$ cat config.mk
export PLATFORM = sky130hd
export DESIGN_NAME = vdc_cfg_regs
export DESIGN_NICKNAME = d
export VERILOG_FILES = /design/src/rtl/vdc_pkg.sv /design/src/rtl/vdc_cfg_regs.sv
export SDC_FILE = /design/constraint.sdc
export NUM_CORES = 1
export LEC_CHECK = 0
export BUFFER_PORTS_ARGS = -buffer_cell sky130_fd_sc_hd__buf_4
export CORE_UTILIZATION = 45
export DETAILED_ROUTE_END_ITERATION = 12
export GPL_ROUTABILITY_DRIVEN = 0
export GPL_TIMING_DRIVEN = 0
export HOLD_SLACK_MARGIN = 0.15
export PLACE_DENSITY_LB_ADDON = 0.08
export SYNTH_ARGS = -nofsm -noshare
export SYNTH_HDL_FRONTEND = slang
export SYNTH_SLANG_ARGS = --single-unit
$ cat constraint.sdc
create_clock -name CLK_IN -period 2.8 [get_ports CLK_IN]
set_input_delay 0.56 -clock CLK_IN [delete_from_list [all_inputs] [get_ports CLK_IN]]
set_output_delay 0.56 -clock CLK_IN [all_outputs]
set_load 0.02 [all_outputs]
$ cat src/rtl/vdc_pkg.sv
// Constants, field layout and state codes for the decoder configuration bank.
package vdc_pkg;

   // ----------------------------------------------------------------
   // Serial bus and register map
   // ----------------------------------------------------------------
   localparam logic [7:0] VDC_DEV_WR_ADDR   = 8'h88;
   localparam logic [7:0] VDC_IDX_INPUT_STD = 8'h00;
   localparam logic [7:0] VDC_IDX_OUT_FMT   = 8'h01;
   localparam logic [7:0] VDC_IDX_OUT_PIN   = 8'h02;
   localparam logic [7:0] VDC_IDX_SEP_AGC   = 8'h03;
   localparam logic [7:0] VDC_IDX_GAIN_RATE = 8'h04;
   localparam int         VDC_NUM_REGS      = 5;
   localparam logic [7:0] VDC_REG_RESET     = 8'h00;
   localparam logic [3:0] VDC_BITS_PER_BYTE = 4'h8;

   // ----------------------------------------------------------------
   // Field positions
   // ----------------------------------------------------------------
   localparam int F_SUBCARRIER = 0;
   localparam int F_COLOUR_SYS = 2;
   localparam int F_LINE_COUNT = 3;
   localparam int F_IN_CHANNEL = 4;
   localparam int F_PIC_SIZE   = 0;
   localparam int F_OUT_LIMIT  = 3;
   localparam int F_IF_MODE    = 4;
   localparam int F_VBIT_LINE  = 6;
   localparam int F_VPULSE     = 7;
   localparam int F_HSYNC_POL  = 0;
   localparam int F_VSYNC_POL  = 1;
   localparam int F_VALID_POL  = 2;
   localparam int F_CLK_INV    = 3;
   localparam int F_SYNC_EN    = 4;
   localparam int F_VALID_EN   = 5;
   localparam int F_NOSIG_SEL  = 6;
   localparam int F_SEP_METHOD = 0;
   localparam int F_KILL_TRIG  = 1;
   localparam int F_AGC_CORE   = 3;
   localparam int F_AGC_SPEED  = 5;
   localparam int F_VPIN_FUNC  = 6;
   localparam int F_AGC_EN     = 0;
   localparam int F_ACC_EN     = 1;
   localparam int F_KILL_DIS   = 2;
   localparam int F_FRAME_RATE = 3;
   localparam int F_FIELD_CHC  = 5;
   localparam int F_NOSIG_DEF  = 6;
   localparam int F_CONTRAST   = 7;

   // ----------------------------------------------------------------
   // Field codes and output levels
   // ----------------------------------------------------------------
   localparam logic [2:0] PIC_601      = 3'h6;
   localparam logic [1:0] IF_CAM_PLAIN = 2'h0;
   localparam logic [1:0] IF_CAM_CODES = 2'h1;
   localparam logic [1:0] IF_SYNC      = 2'h2;
   localparam logic [1:0] IF_BT656     = 2'h3;
   localparam logic [1:0] NS_BLACK     = 2'h0;
   localparam logic [1:0] NS_BLUE      = 2'h1;
   localparam logic [1:0] NS_RAW       = 2'h2;
   localparam logic [1:0] RATE_FULL    = 2'h0;
   localparam logic [7:0] BLACK_LUMA   = 8'h10;
   localparam logic [7:0] BLACK_CHROMA = 8'h80;
   localparam logic [7:0] BLUE_LUMA    = 8'h29;
   localparam logic [7:0] BLUE_CB      = 8'hF0;
   localparam logic [7:0] BLUE_CR      = 8'h6E;
   localparam logic [7:0] WIDE_MIN     = 8'h01;
   localparam logic [7:0] WIDE_MAX     = 8'hFE;
   localparam logic [7:0] NARROW_MIN   = 8'h10;
   localparam logic [7:0] LUMA_MAX_601 = 8'hEB;
   localparam logic [7:0] CHROMA_MAX_601 = 8'hF0;

   // ----------------------------------------------------------------
   // Serial slave states
   // ----------------------------------------------------------------
   typedef enum logic [3:0] {
      ST_IDLE     = 4'h0,
      ST_ADDR     = 4'h1,
      ST_ADDR_ACK = 4'h3,
      ST_SUB      = 4'h2,
      ST_SUB_ACK  = 4'h6,
      ST_WR       = 4'h7,
      ST_WR_ACK   = 4'h5,
      ST_RD       = 4'h4,
      ST_RD_ACK   = 4'hC
   } vdc_state_type;

endpackage : vdc_pkg

$ cat src/rtl/vdc_cfg_regs.sv
// Configuration register bank of the video decoder with its serial slave.
`timescale 1ns/1ns

module vdc_cfg_regs
   import vdc_pkg::*;
(
   input  wire logic       CLK_IN,
   input  wire logic       SYS_RST_IN,
   input  wire logic       SCL_IN,
   input  wire logic       SDA_IN,
   output logic            SDA_OUT,
   output logic            SDA_OE_OUT,
   output logic [1:0]      SUBCARRIER_SEL_OUT,
   output logic            COLOUR_PAL_OUT,
   output logic            LINES_625_OUT,
   output logic            INPUT_CHANNEL_OUT,
   output logic [2:0]      PICTURE_SIZE_OUT,
   output logic [1:0]      INTERFACE_MODE_OUT,
   output logic [7:0]      LIMIT_MIN_OUT,
   output logic [7:0]      LUMA_MAX_OUT,
   output logic [7:0]      CHROMA_MAX_OUT,
   output logic            VBIT_LONG_OUT,
   output logic            VPULSE_ON_SKIPPED_OUT,
   output logic            HSYNC_POLARITY_OUT,
   output logic            VSYNC_POLARITY_OUT,
   output logic            VALID_POLARITY_OUT,
   output logic            OUT_CLOCK_INVERT_OUT,
   output logic            SYNC_PINS_DRIVE_OUT,
   output logic            VALID_PIN_DRIVE_OUT,
   output logic [7:0]      NOSIG_LUMA_OUT,
   output logic [7:0]      NOSIG_CB_OUT,
   output logic [7:0]      NOSIG_CR_OUT,
   output logic            NOSIG_PASS_RAW_OUT,
   output logic            CHROMA_2D_COMB_OUT,
   output logic [1:0]      KILLER_TRIGGER_OUT,
   output logic [1:0]      AGC_CORING_OUT,
   output logic            AGC_SLOW_OUT,
   output logic            VPIN_FIELD_OUT,
   output logic            AGC_ENABLE_OUT,
   output logic            ACC_ENABLE_OUT,
   output logic            KILLER_ENABLE_OUT,
   output logic [1:0]      FRAME_RATE_OUT,
   output logic            FIELD_EVEN_OUT,
   output logic            NOSIG_VSYNC_ONLY_OUT,
   output logic            CONTRAST_BLACK_OUT
);

   // ----------------------------------------------------------------
   // Serial line sampling
   // ----------------------------------------------------------------
   logic          scl_q;
   logic          sda_q;
   logic          scl_rise;
   logic          scl_fall;
   logic          bus_start;
   logic          bus_stop;
   vdc_state_type state_q;
   logic [3:0]    bit_cnt_q;
   logic [7:0]    shift_q;
   logic [7:0]    ptr_q;
   logic [7:0]    tx_q;
   logic          read_q;
   logic          sda_oe_q;
   logic [7:0]    regs_q [VDC_NUM_REGS];
   logic [7:0]    rd_data;
   logic          byte_done;
   logic          wr_fire;
   logic          addr_match;

   always_ff @(posedge CLK_IN) begin
      if (SYS_RST_IN) begin
         scl_q <= 1'b1;
         sda_q <= 1'b1;
      end else begin
         scl_q <= SCL_IN;
         sda_q <= SDA_IN;
      end
   end

   assign scl_rise   = SCL_IN & ~scl_q;
   assign scl_fall   = ~SCL_IN & scl_q;
   assign bus_start  = SCL_IN & scl_q & sda_q & ~SDA_IN;
   assign bus_stop   = SCL_IN & scl_q & ~sda_q & SDA_IN;
   assign byte_done  = scl_fall & (bit_cnt_q == VDC_BITS_PER_BYTE);
   assign addr_match = (shift_q[7:1] == VDC_DEV_WR_ADDR[7:1]);
   assign wr_fire    = (state_q == ST_WR) & byte_done;

   always_comb begin
      rd_data = VDC_REG_RESET;
      if (ptr_q < 8'(VDC_NUM_REGS)) begin
         rd_data = regs_q[ptr_q[2:0]];
      end
   end

   // ----------------------------------------------------------------
   // Serial slave sequencing
   // ----------------------------------------------------------------
   always_ff @(posedge CLK_IN) begin
      if (SYS_RST_IN) begin
         state_q   <= ST_IDLE;
         bit_cnt_q <= 4'h0;
         shift_q   <= 8'h00;
         read_q    <= 1'b0;
      end else if (bus_stop) begin
         state_q <= ST_IDLE;
      end else if (bus_start) begin
         state_q   <= ST_ADDR;
         bit_cnt_q <= 4'h0;
      end else begin
         if (scl_rise) begin
            shift_q   <= {shift_q[6:0], SDA_IN};
            bit_cnt_q <= bit_cnt_q + 4'h1;
         end
         unique case (state_q)
            ST_IDLE: begin
            end
            ST_ADDR: begin
               if (byte_done) begin
                  state_q <= addr_match ? ST_ADDR_ACK : ST_IDLE;
                  read_q  <= shift_q[0];
               end
            end
            ST_ADDR_ACK: begin
               if (scl_fall) begin
                  state_q   <= read_q ? ST_RD : ST_SUB;
                  bit_cnt_q <= 4'h0;
               end
            end
            ST_SUB: begin
               if (byte_done) begin
                  state_q <= ST_SUB_ACK;
               end
            end
            ST_SUB_ACK: begin
               if (scl_fall) begin
                  state_q   <= ST_WR;
                  bit_cnt_q <= 4'h0;
               end
            end
            ST_WR: begin
               if (byte_done) begin
                  state_q <= ST_WR_ACK;
               end
            end
            ST_WR_ACK: begin
               if (scl_fall) begin
                  state_q   <= ST_WR;
                  bit_cnt_q <= 4'h0;
               end
            end
            ST_RD: begin
               if (byte_done) begin
                  state_q <= ST_RD_ACK;
               end
            end
            ST_RD_ACK: begin
               if (scl_rise && SDA_IN) begin
                  state_q <= ST_IDLE;
               end else if (scl_fall) begin
                  state_q   <= ST_RD;
                  bit_cnt_q <= 4'h0;
               end
            end
            default: begin
               state_q <= ST_IDLE;
            end
         endcase
      end
   end

   // sub-address load and increment per written data byte
   always_ff @(posedge CLK_IN) begin
      if (SYS_RST_IN) begin
         ptr_q <= 8'h00;
      end else if ((state_q == ST_SUB) && byte_done) begin
         ptr_q <= shift_q;
      end else if (wr_fire) begin
         ptr_q <= ptr_q + 8'h01;
      end
   end

   // A repeated read keeps sending the first byte, so the pointer stays.
   always_ff @(posedge CLK_IN) begin
      if (SYS_RST_IN) begin
         tx_q <= 8'h00;
      end else if (scl_fall && (state_q == ST_ADDR_ACK ||
                                state_q == ST_RD_ACK)) begin
         tx_q <= rd_data;
      end else if (scl_fall && state_q == ST_RD) begin
         tx_q <= {tx_q[6:0], 1'b0};
      end
   end

   // The pin is open drain: it is only ever pulled low.
   always_ff @(posedge CLK_IN) begin
      if (SYS_RST_IN || bus_stop || bus_start) begin
         sda_oe_q <= 1'b0;
      end else if (scl_fall) begin
         unique case (state_q)
            ST_ADDR:     sda_oe_q <= byte_done & addr_match;
            ST_SUB:      sda_oe_q <= byte_done;
            ST_WR:       sda_oe_q <= byte_done;
            ST_ADDR_ACK: sda_oe_q <= read_q & ~rd_data[7];
            ST_RD_ACK:   sda_oe_q <= ~rd_data[7];
            ST_RD:       sda_oe_q <= ~byte_done & ~tx_q[6];
            default:     sda_oe_q <= 1'b0;
         endcase
      end
   end

   always_ff @(posedge CLK_IN) begin
      SDA_OUT <= 1'b0;
   end

   assign SDA_OE_OUT = sda_oe_q;

   // ----------------------------------------------------------------
   // Register storage
   // ----------------------------------------------------------------
   for (genvar i = 0; i < VDC_NUM_REGS; i++) begin : g_reg
      always_ff @(posedge CLK_IN) begin
         if (SYS_RST_IN) begin
            regs_q[i] <= VDC_REG_RESET;
         end else if (wr_fire && ptr_q == 8'(i)) begin
            regs_q[i] <= shift_q;
         end
      end
   end

   // ----------------------------------------------------------------
   // Plain field outputs
   // ----------------------------------------------------------------
   // subcarrier choice
   assign SUBCARRIER_SEL_OUT = regs_q[0][F_SUBCARRIER +: 2];
   assign COLOUR_PAL_OUT     = regs_q[0][F_COLOUR_SYS];
   assign LINES_625_OUT      = regs_q[0][F_LINE_COUNT];
   assign INPUT_CHANNEL_OUT  = regs_q[0][F_IN_CHANNEL];
   assign PICTURE_SIZE_OUT   = regs_q[1][F_PIC_SIZE +: 3];
   assign INTERFACE_MODE_OUT = regs_q[1][F_IF_MODE +: 2];
   assign HSYNC_POLARITY_OUT = regs_q[2][F_HSYNC_POL];
   assign VSYNC_POLARITY_OUT = regs_q[2][F_VSYNC_POL];
   assign VALID_POLARITY_OUT = regs_q[2][F_VALID_POL];
   assign OUT_CLOCK_INVERT_OUT = regs_q[2][F_CLK_INV];
   assign KILLER_TRIGGER_OUT = regs_q[3][F_KILL_TRIG +: 2];
   assign AGC_CORING_OUT     = regs_q[3][F_AGC_CORE +: 2];
   assign AGC_SLOW_OUT       = regs_q[3][F_AGC_SPEED];
   assign AGC_ENABLE_OUT     = regs_q[4][F_AGC_EN];
   assign ACC_ENABLE_OUT     = regs_q[4][F_ACC_EN];
   assign FRAME_RATE_OUT     = regs_q[4][F_FRAME_RATE +: 2];
   assign FIELD_EVEN_OUT     = regs_q[4][F_FIELD_CHC];
   assign NOSIG_VSYNC_ONLY_OUT = regs_q[4][F_NOSIG_DEF];
   assign CONTRAST_BLACK_OUT = regs_q[4][F_CONTRAST];

   // ----------------------------------------------------------------
   // Derived controls, one cycle behind the registers
   // ----------------------------------------------------------------
   logic [1:0] if_mode;
   logic [2:0] pic_size;
   logic       code_mode;

   assign if_mode   = regs_q[1][F_IF_MODE +: 2];
   assign pic_size  = regs_q[1][F_PIC_SIZE +: 3];
   assign code_mode = (if_mode == IF_CAM_CODES) | (if_mode == IF_BT656);

   always_ff @(posedge CLK_IN) begin
      if (SYS_RST_IN) begin
         SYNC_PINS_DRIVE_OUT <= 1'b0;
         VALID_PIN_DRIVE_OUT <= 1'b0;
      end else begin
         // code-carrying modes hold pins low unless enabled
         SYNC_PINS_DRIVE_OUT <= code_mode ? regs_q[2][F_SYNC_EN] : 1'b1;
         VALID_PIN_DRIVE_OUT <= code_mode ? regs_q[2][F_VALID_EN] : 1'b1;
      end
   end

   always_ff @(posedge CLK_IN) begin
      if (SYS_RST_IN) begin
         LIMIT_MIN_OUT  <= WIDE_MIN;
         LUMA_MAX_OUT   <= WIDE_MAX;
         CHROMA_MAX_OUT <= WIDE_MAX;
      end else if (regs_q[1][F_OUT_LIMIT]) begin
         LIMIT_MIN_OUT  <= NARROW_MIN;
         LUMA_MAX_OUT   <= LUMA_MAX_601;
         CHROMA_MAX_OUT <= CHROMA_MAX_601;
      end else begin
         LIMIT_MIN_OUT  <= WIDE_MIN;
         LUMA_MAX_OUT   <= WIDE_MAX;
         CHROMA_MAX_OUT <= WIDE_MAX;
      end
   end

   always_ff @(posedge CLK_IN) begin
      if (SYS_RST_IN) begin
         VBIT_LONG_OUT         <= 1'b0;
         VPULSE_ON_SKIPPED_OUT <= 1'b0;
         VPIN_FIELD_OUT        <= 1'b0;
         KILLER_ENABLE_OUT     <= 1'b1;
         CHROMA_2D_COMB_OUT    <= 1'b0;
      end else begin
         // longer V interval only for 601 with 525 lines
         VBIT_LONG_OUT <= regs_q[1][F_VBIT_LINE] &
                          (pic_size == PIC_601) & ~regs_q[0][F_LINE_COUNT];
         // pulses on skipped frames in sync or BT.656 mode
         VPULSE_ON_SKIPPED_OUT <= regs_q[1][F_VPULSE] & if_mode[1] &
            (regs_q[4][F_FRAME_RATE +: 2] != RATE_FULL);
         // camera modes always carry the active flag
         VPIN_FIELD_OUT <= regs_q[3][F_VPIN_FUNC] & if_mode[1];
         KILLER_ENABLE_OUT <= ~regs_q[4][F_KILL_DIS];
         // 2D comb only for NTSC with reduced formats
         CHROMA_2D_COMB_OUT <= regs_q[3][F_SEP_METHOD] &
            ~regs_q[0][F_COLOUR_SYS] & (pic_size != PIC_601) &
            (pic_size != 3'h1) & (pic_size != 3'h7);
      end
   end

   // Blue has no fixed code, so the fill level is a package choice.
   always_ff @(posedge CLK_IN) begin
      if (SYS_RST_IN) begin
         NOSIG_LUMA_OUT     <= BLACK_LUMA;
         NOSIG_CB_OUT       <= BLACK_CHROMA;
         NOSIG_CR_OUT       <= BLACK_CHROMA;
         NOSIG_PASS_RAW_OUT <= 1'b0;
      end else begin
         NOSIG_PASS_RAW_OUT <= (regs_q[2][F_NOSIG_SEL +: 2] == NS_RAW);
         if (regs_q[2][F_NOSIG_SEL +: 2] == NS_BLUE) begin
            NOSIG_LUMA_OUT <= BLUE_LUMA;
            NOSIG_CB_OUT   <= BLUE_CB;
            NOSIG_CR_OUT   <= BLUE_CR;
         end else begin
            NOSIG_LUMA_OUT <= BLACK_LUMA;
            NOSIG_CB_OUT   <= BLACK_CHROMA;
            NOSIG_CR_OUT   <= BLACK_CHROMA;
         end
      end
   end
endmodule : vdc_cfg_regs

* Yosys cells after proc, flatten, opt, wreduce, memory -nomap -nowiden
Memories as Yosys holds them, arrays and structs flattened. A register that Yosys moved wholly into a read port is not among the register bits.
Index checks and enable logic that the tools add are counted.
** Word-level totals
- Register bits after elaboration :: 91
- RAM bits :: 40
- Bits of input ports :: 4
- Output and inout port bits :: 84
- Logic and storage cells :: 186
- Memories :: 1
** Cells by class
- $add $sub $neg :: 2
- Order comparisons :: 1
- Equal/unequal tests :: 37
- Multiplexer cells :: 55
- Bitwise operators :: 40
- Reductions and logical operators :: 26
** Memory list
- regs_q :: words 5, width 8, rd ports 6, clocked after Yosys merged registers in 1, write ports 5, line vdc_cfg_regs.sv:64 : logic [7:0] regs_q [VDC_NUM_REGS];
** Operators by type and width (count)
- 8-bit 2-to-1 mux :: 9
- 4-bit 2-to-1 mux :: 13
- 4-bit one-hot mux with 8 select lines :: 1
- 3-bit != test (second input constant) :: 8
- 1-bit bitwise AND :: 21
- 7-bit 2-to-1 mux :: 3
- 1-bit 2-to-1 mux :: 20
- 4-bit by 3-bit == test with 1-bit output (second input constant) :: 4
- 8-bit by 2-bit == test with 1-bit output (second input constant) :: 2
- 8-bit AND reduction :: 2
- 1-bit NOT :: 13
- 2-bit != test (second input constant) :: 6
- 5-bit 2-to-1 mux :: 2
- 1-bit logical AND :: 9
- 3-bit 2-to-1 mux :: 3
- 8-bit by 1-bit adder with 8-bit output (second input constant) :: 1
- 4-bit by 2-bit == test with 1-bit output (second input constant) :: 2
- 4-bit == test (second input constant) :: 2
- 8-bit by 1-bit == test with 1-bit output (second input constant) :: 1
- 8-bit by 3-bit == test with 1-bit output (second input constant) :: 1
- 8-bit zero test :: 1
- 8-bit by 3-bit less-than comparator with 1-bit output (second input constant) :: 1
- 4-bit one-hot mux with 2 select lines :: 1
- 7-bit == test (second input constant) :: 1
- 19 further kinds :: 34

* Depth between registers and ports, before layout
- Word-level depth :: 9
- Depth in mapped cells :: 8
- Gate-level depth less buffers :: 7

* Worst setup path after synthesis
No wires, ideal clock.
- Path type :: register to register
- Start point :: register bit_cnt_q[0]
- End point :: memory regs_q[0][0] (enable)
- Arrival :: 1.656 ns
- Required time :: 2.474 ns
- Setup slack :: 0.819 ns
- Stages on the path, launching flop included :: 8
- Buffers on the path :: 0
- Period minus slack after synthesis :: 1.981 ns
- Cells stage by stage :: dfxtp_1 -> inv_1 -> ha_1 -> nand3b_1 -> nor3_4 -> nand2_2 -> nor2_1 -> a21o_1
** RTL lines
- start, declared :: line vdc_cfg_regs.sv:58 : logic [3:0] bit_cnt_q;
- start signal, assigned :: line vdc_cfg_regs.sv:112 : bit_cnt_q <= bit_cnt_q + 4'h1;
- end, declared :: line vdc_cfg_regs.sv:64

==> out/metrics.sh <==
FIN_HOLD_WS_PS=412
WORST_PATH_LARGEST_CELL_DELAY_PS=440
GRTUSAGETOTAL_PCT=21.2
ANTENNA_FOUND_INITIAL=0
SYNTH_ADDER_AREA_SHARE_PCT=1.89
GRT_SETUP_UNREPAIRED='no'
FP.DIEH_UM=103
CTSHOLDBUFFERS=0
POSTROUTEWIRELENGTH_MM=10.8
YOSYS_MOST_USED_DFF='sky130_fd_sc_hd__dfxtp_1'
TOTAL_SWITCHING_POWER_W=0.000706
FILLERS=888
GRT-OVFL-TOTAL=0
SYNTH_XOR_AREA_SHARE_PCT=1.33
NETS=553
CLOCK_TREE.BUFFER_DEPTH=2
YS_SEQ_ELEMENTS=90
DETAILEDROUTE.FIRSTITERATIONVIOLATIONS=185
MAX_FREQ_MHz=399
SYNTH.AVG_CELL_AREA_UM2=10.4
POST_SYNTH_NUM_CELL_TYPES=60
FIN_SKEW_PS=7.39
FIRST_GLOBAL_VIAS=3074
CTSHTREEMAXLEVEL=3
SYNTH.AREA.MUX_SHARE_PCT=6.19
DR.PASS1.ITERS=5
WIRE_PER_INST_UM=15.9
R2R-START='bit_cnt_q[0]'
FINALSETUPTNS_PS=0
FINAL.MIN_CLOCK_PERIOD_PS=2500
CTS_TREE='yes'
DRT_ANTENNA_NET_COUNT=0
TIMING.MAX_CAP.VIOLATIONS=0
CRITICAL_PATH_ARRIVAL_PS=2520
WORSTHOLDSTART='SDA_IN'
PLACE.DETAILED.HPWL_MM=7.70
CELLINTERNALPOWER_W=0.00198
MAXIMUM_NUMBER_OF_PINS_ON_ONE_NET_BEFORE_GLOBAL_ROUTE_REPAIR=17
SEQPWRFRAC_PCT=53.7
STATUS='complete, no violations'
CRITPATHSLOWESTCELL='sky130_fd_sc_hd__nor3_4'
PEAKVDDDROP_V=0.000274
DR_TOTAL_VIAS=3477
MAXSLEWHEADROOM_PCT=55.7
NETSWITCHINGFRACTION_PCT=26.3
PORT-BUFFER-COUNT=59
MAXSLEWVIOLCOUNT=0
POST_SYNTH_AND_OR_NAND_NOR_AREA_FRACTION_PCT=21.3
COREAREA_MM2=0.00986
CELLLEAKAGEPOWER_nW=2.36
MIN_DELAY_WORST_ENDPOINT='sda_q'
INITIAL_CORE_UTIL_PCT=46.9
POWER.CLOCK.FRACTION_PCT=33.8
TOP_LEVEL_PORTS=88
ASYNCSETRESETFLOPFRACSYNTH_PCT=0
WORST_SETUP_PATH_END_KIND='register'
WORST-PATH-BUF-INV=1
ANTENNA_CELLS_INSERTED=0
PATH_CLASS_OF_THE_LOWEST_SLACK_MIN_DELAY_PATH='in -> reg'
REMAINING_DRC_ERRORS=0
MIN_PATH_CELLS=2
SYNTH_TOP_FAMILY_BY_AREA='simple AND/OR/NAND/NOR gates'
DIE_W_UM=103
INSERTION_DELAY_PS=360
CRITPATHTOPFAMILY='simple AND/OR/NAND/NOR gates'
NUMBER_OF_BUFFERS_ADDED_BY_THE_CLOCK_TREE_SYNTHESIS_STEP=9
R2R_SETUP_SLACK_PS=300
REQUIRED_TIME_REPORTED_FOR_THE_CRITICAL_PATH_ENDPOINT_PS=2810
HOLD_VIOL_FINAL=0
TIMING.FINAL.CRIT_SHARE_PCT=89.4
CLOCK-SINKS=90
POST_ROUTE_CELLS_DRIVE_ABOVE_1_SHARE_PCT=30.7
CRIT_PATH_MAX_FANOUT=8
R2R_CELLS=7
TIGHTESTPINTRANSITION_PS=655
CTS-RESIZED-GATES=0
CLOCK-ROOT-BUFFER='sky130_fd_sc_hd__clkbuf_8'
TIMING.SETUP.CRITICAL_PATH_CLASS='reg -> reg'
CELL_ROW_COUNT=36
R2R_END='regs_q[0][6]'
DESIGN.DIE.AREA_MM2=0.0107
WIRE_LENGTH_OF_THE_FIRST_GLOBAL_ROUTING_PASS_MM=16.5
AREA.GROWTH.SYNTH_TO_FINAL_PCT=19.6
YS.WARNINGS.COUNT=0
FINALSETUPVIOLCOUNT=0
CTS_POST_SETUP_BUFFERS_INSERTED=0
CTS.REPORTEDPATHS.CLKPINSLEW_PS=90
POST_SYNTH_INSTANCE_AREA_MM2=0.00463
POST_SYNTH_EDFFS=40
POWER.DENSITY_CELL_AREA_mW_PER_MM2=485
POWER_FRAC_COMB_PCT=12.5
SEQUENTIAL_SHARE_OF_THE_SYNTHESIZED_AREA_PCT=47.6
SYNTHCELLS=446
CRIT_PATH_CELL_TRACE='inv_1, ha_1, nand3b_1, nor3_4, nand2_2, nor2_1, a21o_1'
SYNTH_AREA_IN_COMPOUND_GATES_PCT=9.30
AVGVIACOUNTPERCELL=5.11
CRIT_PATH_START_KIND='register'
==> per-stage QoR <==
step | instance area [µm²] | setup slack (ps) | power, W | instances | util [%]
after floorplan | 4720 | 819 | 0.00170 | 472 | -
after CTS | 5530 | 301 | 0.00270 | 680 | 56.1
after detailed placement | 5330 | 340 | 0.00181 | 664 | 54.1
after global placement | 5330 | 377 | 0.00180 | 664 | 54.1
after global routing | 5530 | 139 | 0.00278 | 680 | 56.1
final | 5530 | 296 | 0.00268 | 680 | 56.1
==> placed cells by master (no fill, tap or decap), drive strengths merged, types with 3 or more instances in the layout <==
master	instances
nand3	7
clkbuf	23
and3	33
a21oi	20
conb	28
nand2b	6
xor2	3
nand3b	3
edfxtp	40
and2	10
a21o	4
nand2	34
mux2	7
nor3	13
buf	125
dfxtp	50
ha	7
nor3b	6
a221oi	7
a211oi	7
nor2b	5
nand4	3
mux4	7
mux2i	5
nor2	28
inv	12
nand4b	3
a22oi	5
xnor2	4
o21ai	8
==> Yosys cell counts, types with 5 or more instances <==
library cell	instances	area share, %
sky130_fd_sc_hd__buf_2	7	0.76
sky130_fd_sc_hd__inv_1	10	0.81
sky130_fd_sc_hd__mux2_2	7	1.7
sky130_fd_sc_hd__nor2_1	28	2.3
sky130_fd_sc_hd__clkbuf_1	14	1.1
sky130_fd_sc_hd__a22oi_1	5	0.81
sky130_fd_sc_hd__a21oi_1	20	2.2
sky130_fd_sc_hd__buf_4	59	9.6
sky130_fd_sc_hd__a211oi_1	7	1.1
sky130_fd_sc_hd__ha_1	7	1.9
sky130_fd_sc_hd__nor2b_1	5	0.68
sky130_fd_sc_hd__and3_1	33	4.5
sky130_fd_sc_hd__dfxtp_1	50	22
sky130_fd_sc_hd__nand2_1	33	2.7
sky130_fd_sc_hd__nand3_1	7	0.76
sky130_fd_sc_hd__mux4_2	7	3.4
sky130_fd_sc_hd__and2_1	10	1.4
sky130_fd_sc_hd__nand2b_1	6	0.81
sky130_fd_sc_hd__nor3_1	9	0.97
sky130_fd_sc_hd__a221oi_1	7	1.3
sky130_fd_sc_hd__mux2i_1	5	1.1
sky130_fd_sc_hd__edfxtp_1	40	26
==> power groups by stage <==
| stage | Clock (W) | Sequential (W) | Combinational [W] |
|---|---|---|---|
| floorplan | 0 | 0.00148 | 0.000215 |
| global placement | 0 | 0.00147 | 0.000333 |
| detailed placement | 0 | 0.00147 | 0.000335 |
| CTS | 0.000924 | 0.00144 | 0.000336 |
| global route | 0.000969 | 0.00145 | 0.000363 |
| finish | 0.000906 | 0.00144 | 0.000335 |
==> how the worst max path moves through the flow <==
stage                       from           end  slack, ps  cells past startpoint
floorplan           bit_cnt_q[0]  regs_q[0][0]        820                      7
detailed placement  bit_cnt_q[0]  regs_q[2][3]        340                      7
global route        bit_cnt_q[0]  regs_q[2][6]        140                      7
CTS                 bit_cnt_q[0]  regs_q[2][6]        300                      7
global placement    bit_cnt_q[0]  regs_q[2][0]        380                      7
finish              bit_cnt_q[0]  regs_q[0][6]        300                      7
==> state kept, by name, indices dropped and copies added, names as in the netlist, named ones only <==
signal / cells
regs_q: 40
ptr_q: 8
shift_q: 8
tx_q: 7
bit_cnt_q: 4
state_q: 4
CHROMA_2D_COMB_OUT: 1
CHROMA_MAX_OUT: 1
KILLER_ENABLE_OUT: 1
LUMA_MAX_OUT: 1
NOSIG_CR_OUT: 1
NOSIG_LUMA_OUT: 1
NOSIG_PASS_RAW_OUT: 1
SDA_OE_OUT: 1
SYNC_PINS_DRIVE_OUT: 1
VALID_PIN_DRIVE_OUT: 1
VBIT_LONG_OUT: 1
VPIN_FIELD_OUT: 1
VPULSE_ON_SKIPPED_OUT: 1
read_q: 1
scl_q: 1
sda_q: 1
==> kinds of logic after synthesis <==
logic type      after synthesis
compound gates               64
xor+xnor                      7
fa+ha+maj                     7
buf+inv                      90
flops                        90
mux                          19
other cells                   2
simple gates                167
==> worst reg2reg max path: stages (launching register included) <==
cell and delay, ps:
sky130_fd_sc_hd__dfxtp_1 350, sky130_fd_sc_hd__inv_1 90, sky130_fd_sc_hd__ha_1 150, sky130_fd_sc_hd__nand3b_1 290, sky130_fd_sc_hd__nor3_4 440, sky130_fd_sc_hd__nand2_2 160
sky130_fd_sc_hd__nor2_1 260, sky130_fd_sc_hd__a21o_1 430
==> layer usage <==
layer  GRT usage [%]  up-vias  wire [µm]
met1            28.7     1618       4770
met3            3.97        8        859
met2            33.8      144       5100
met4            7.69        0         86
li1                -     1707          -
met5               0        -          0
==> final cells by class <==
type | instances | area [µm²] | area share (%)
Buffer | 80 | 531 | 9.59
Clock buffer | 9 | 124 | 2.24
Clock inverter | 7 | 76.3 | 1.38
Inverter | 10 | 37.5 | 0.678
Multi-Input combinational cell | 292 | 1950 | 35.3
Sequential cell | 90 | 2200 | 39.8
Tap cell | 133 | 166 | 3.01
Timing Repair Buffer | 59 | 443 | 8.00
Power figures use the tool's default switching activity.
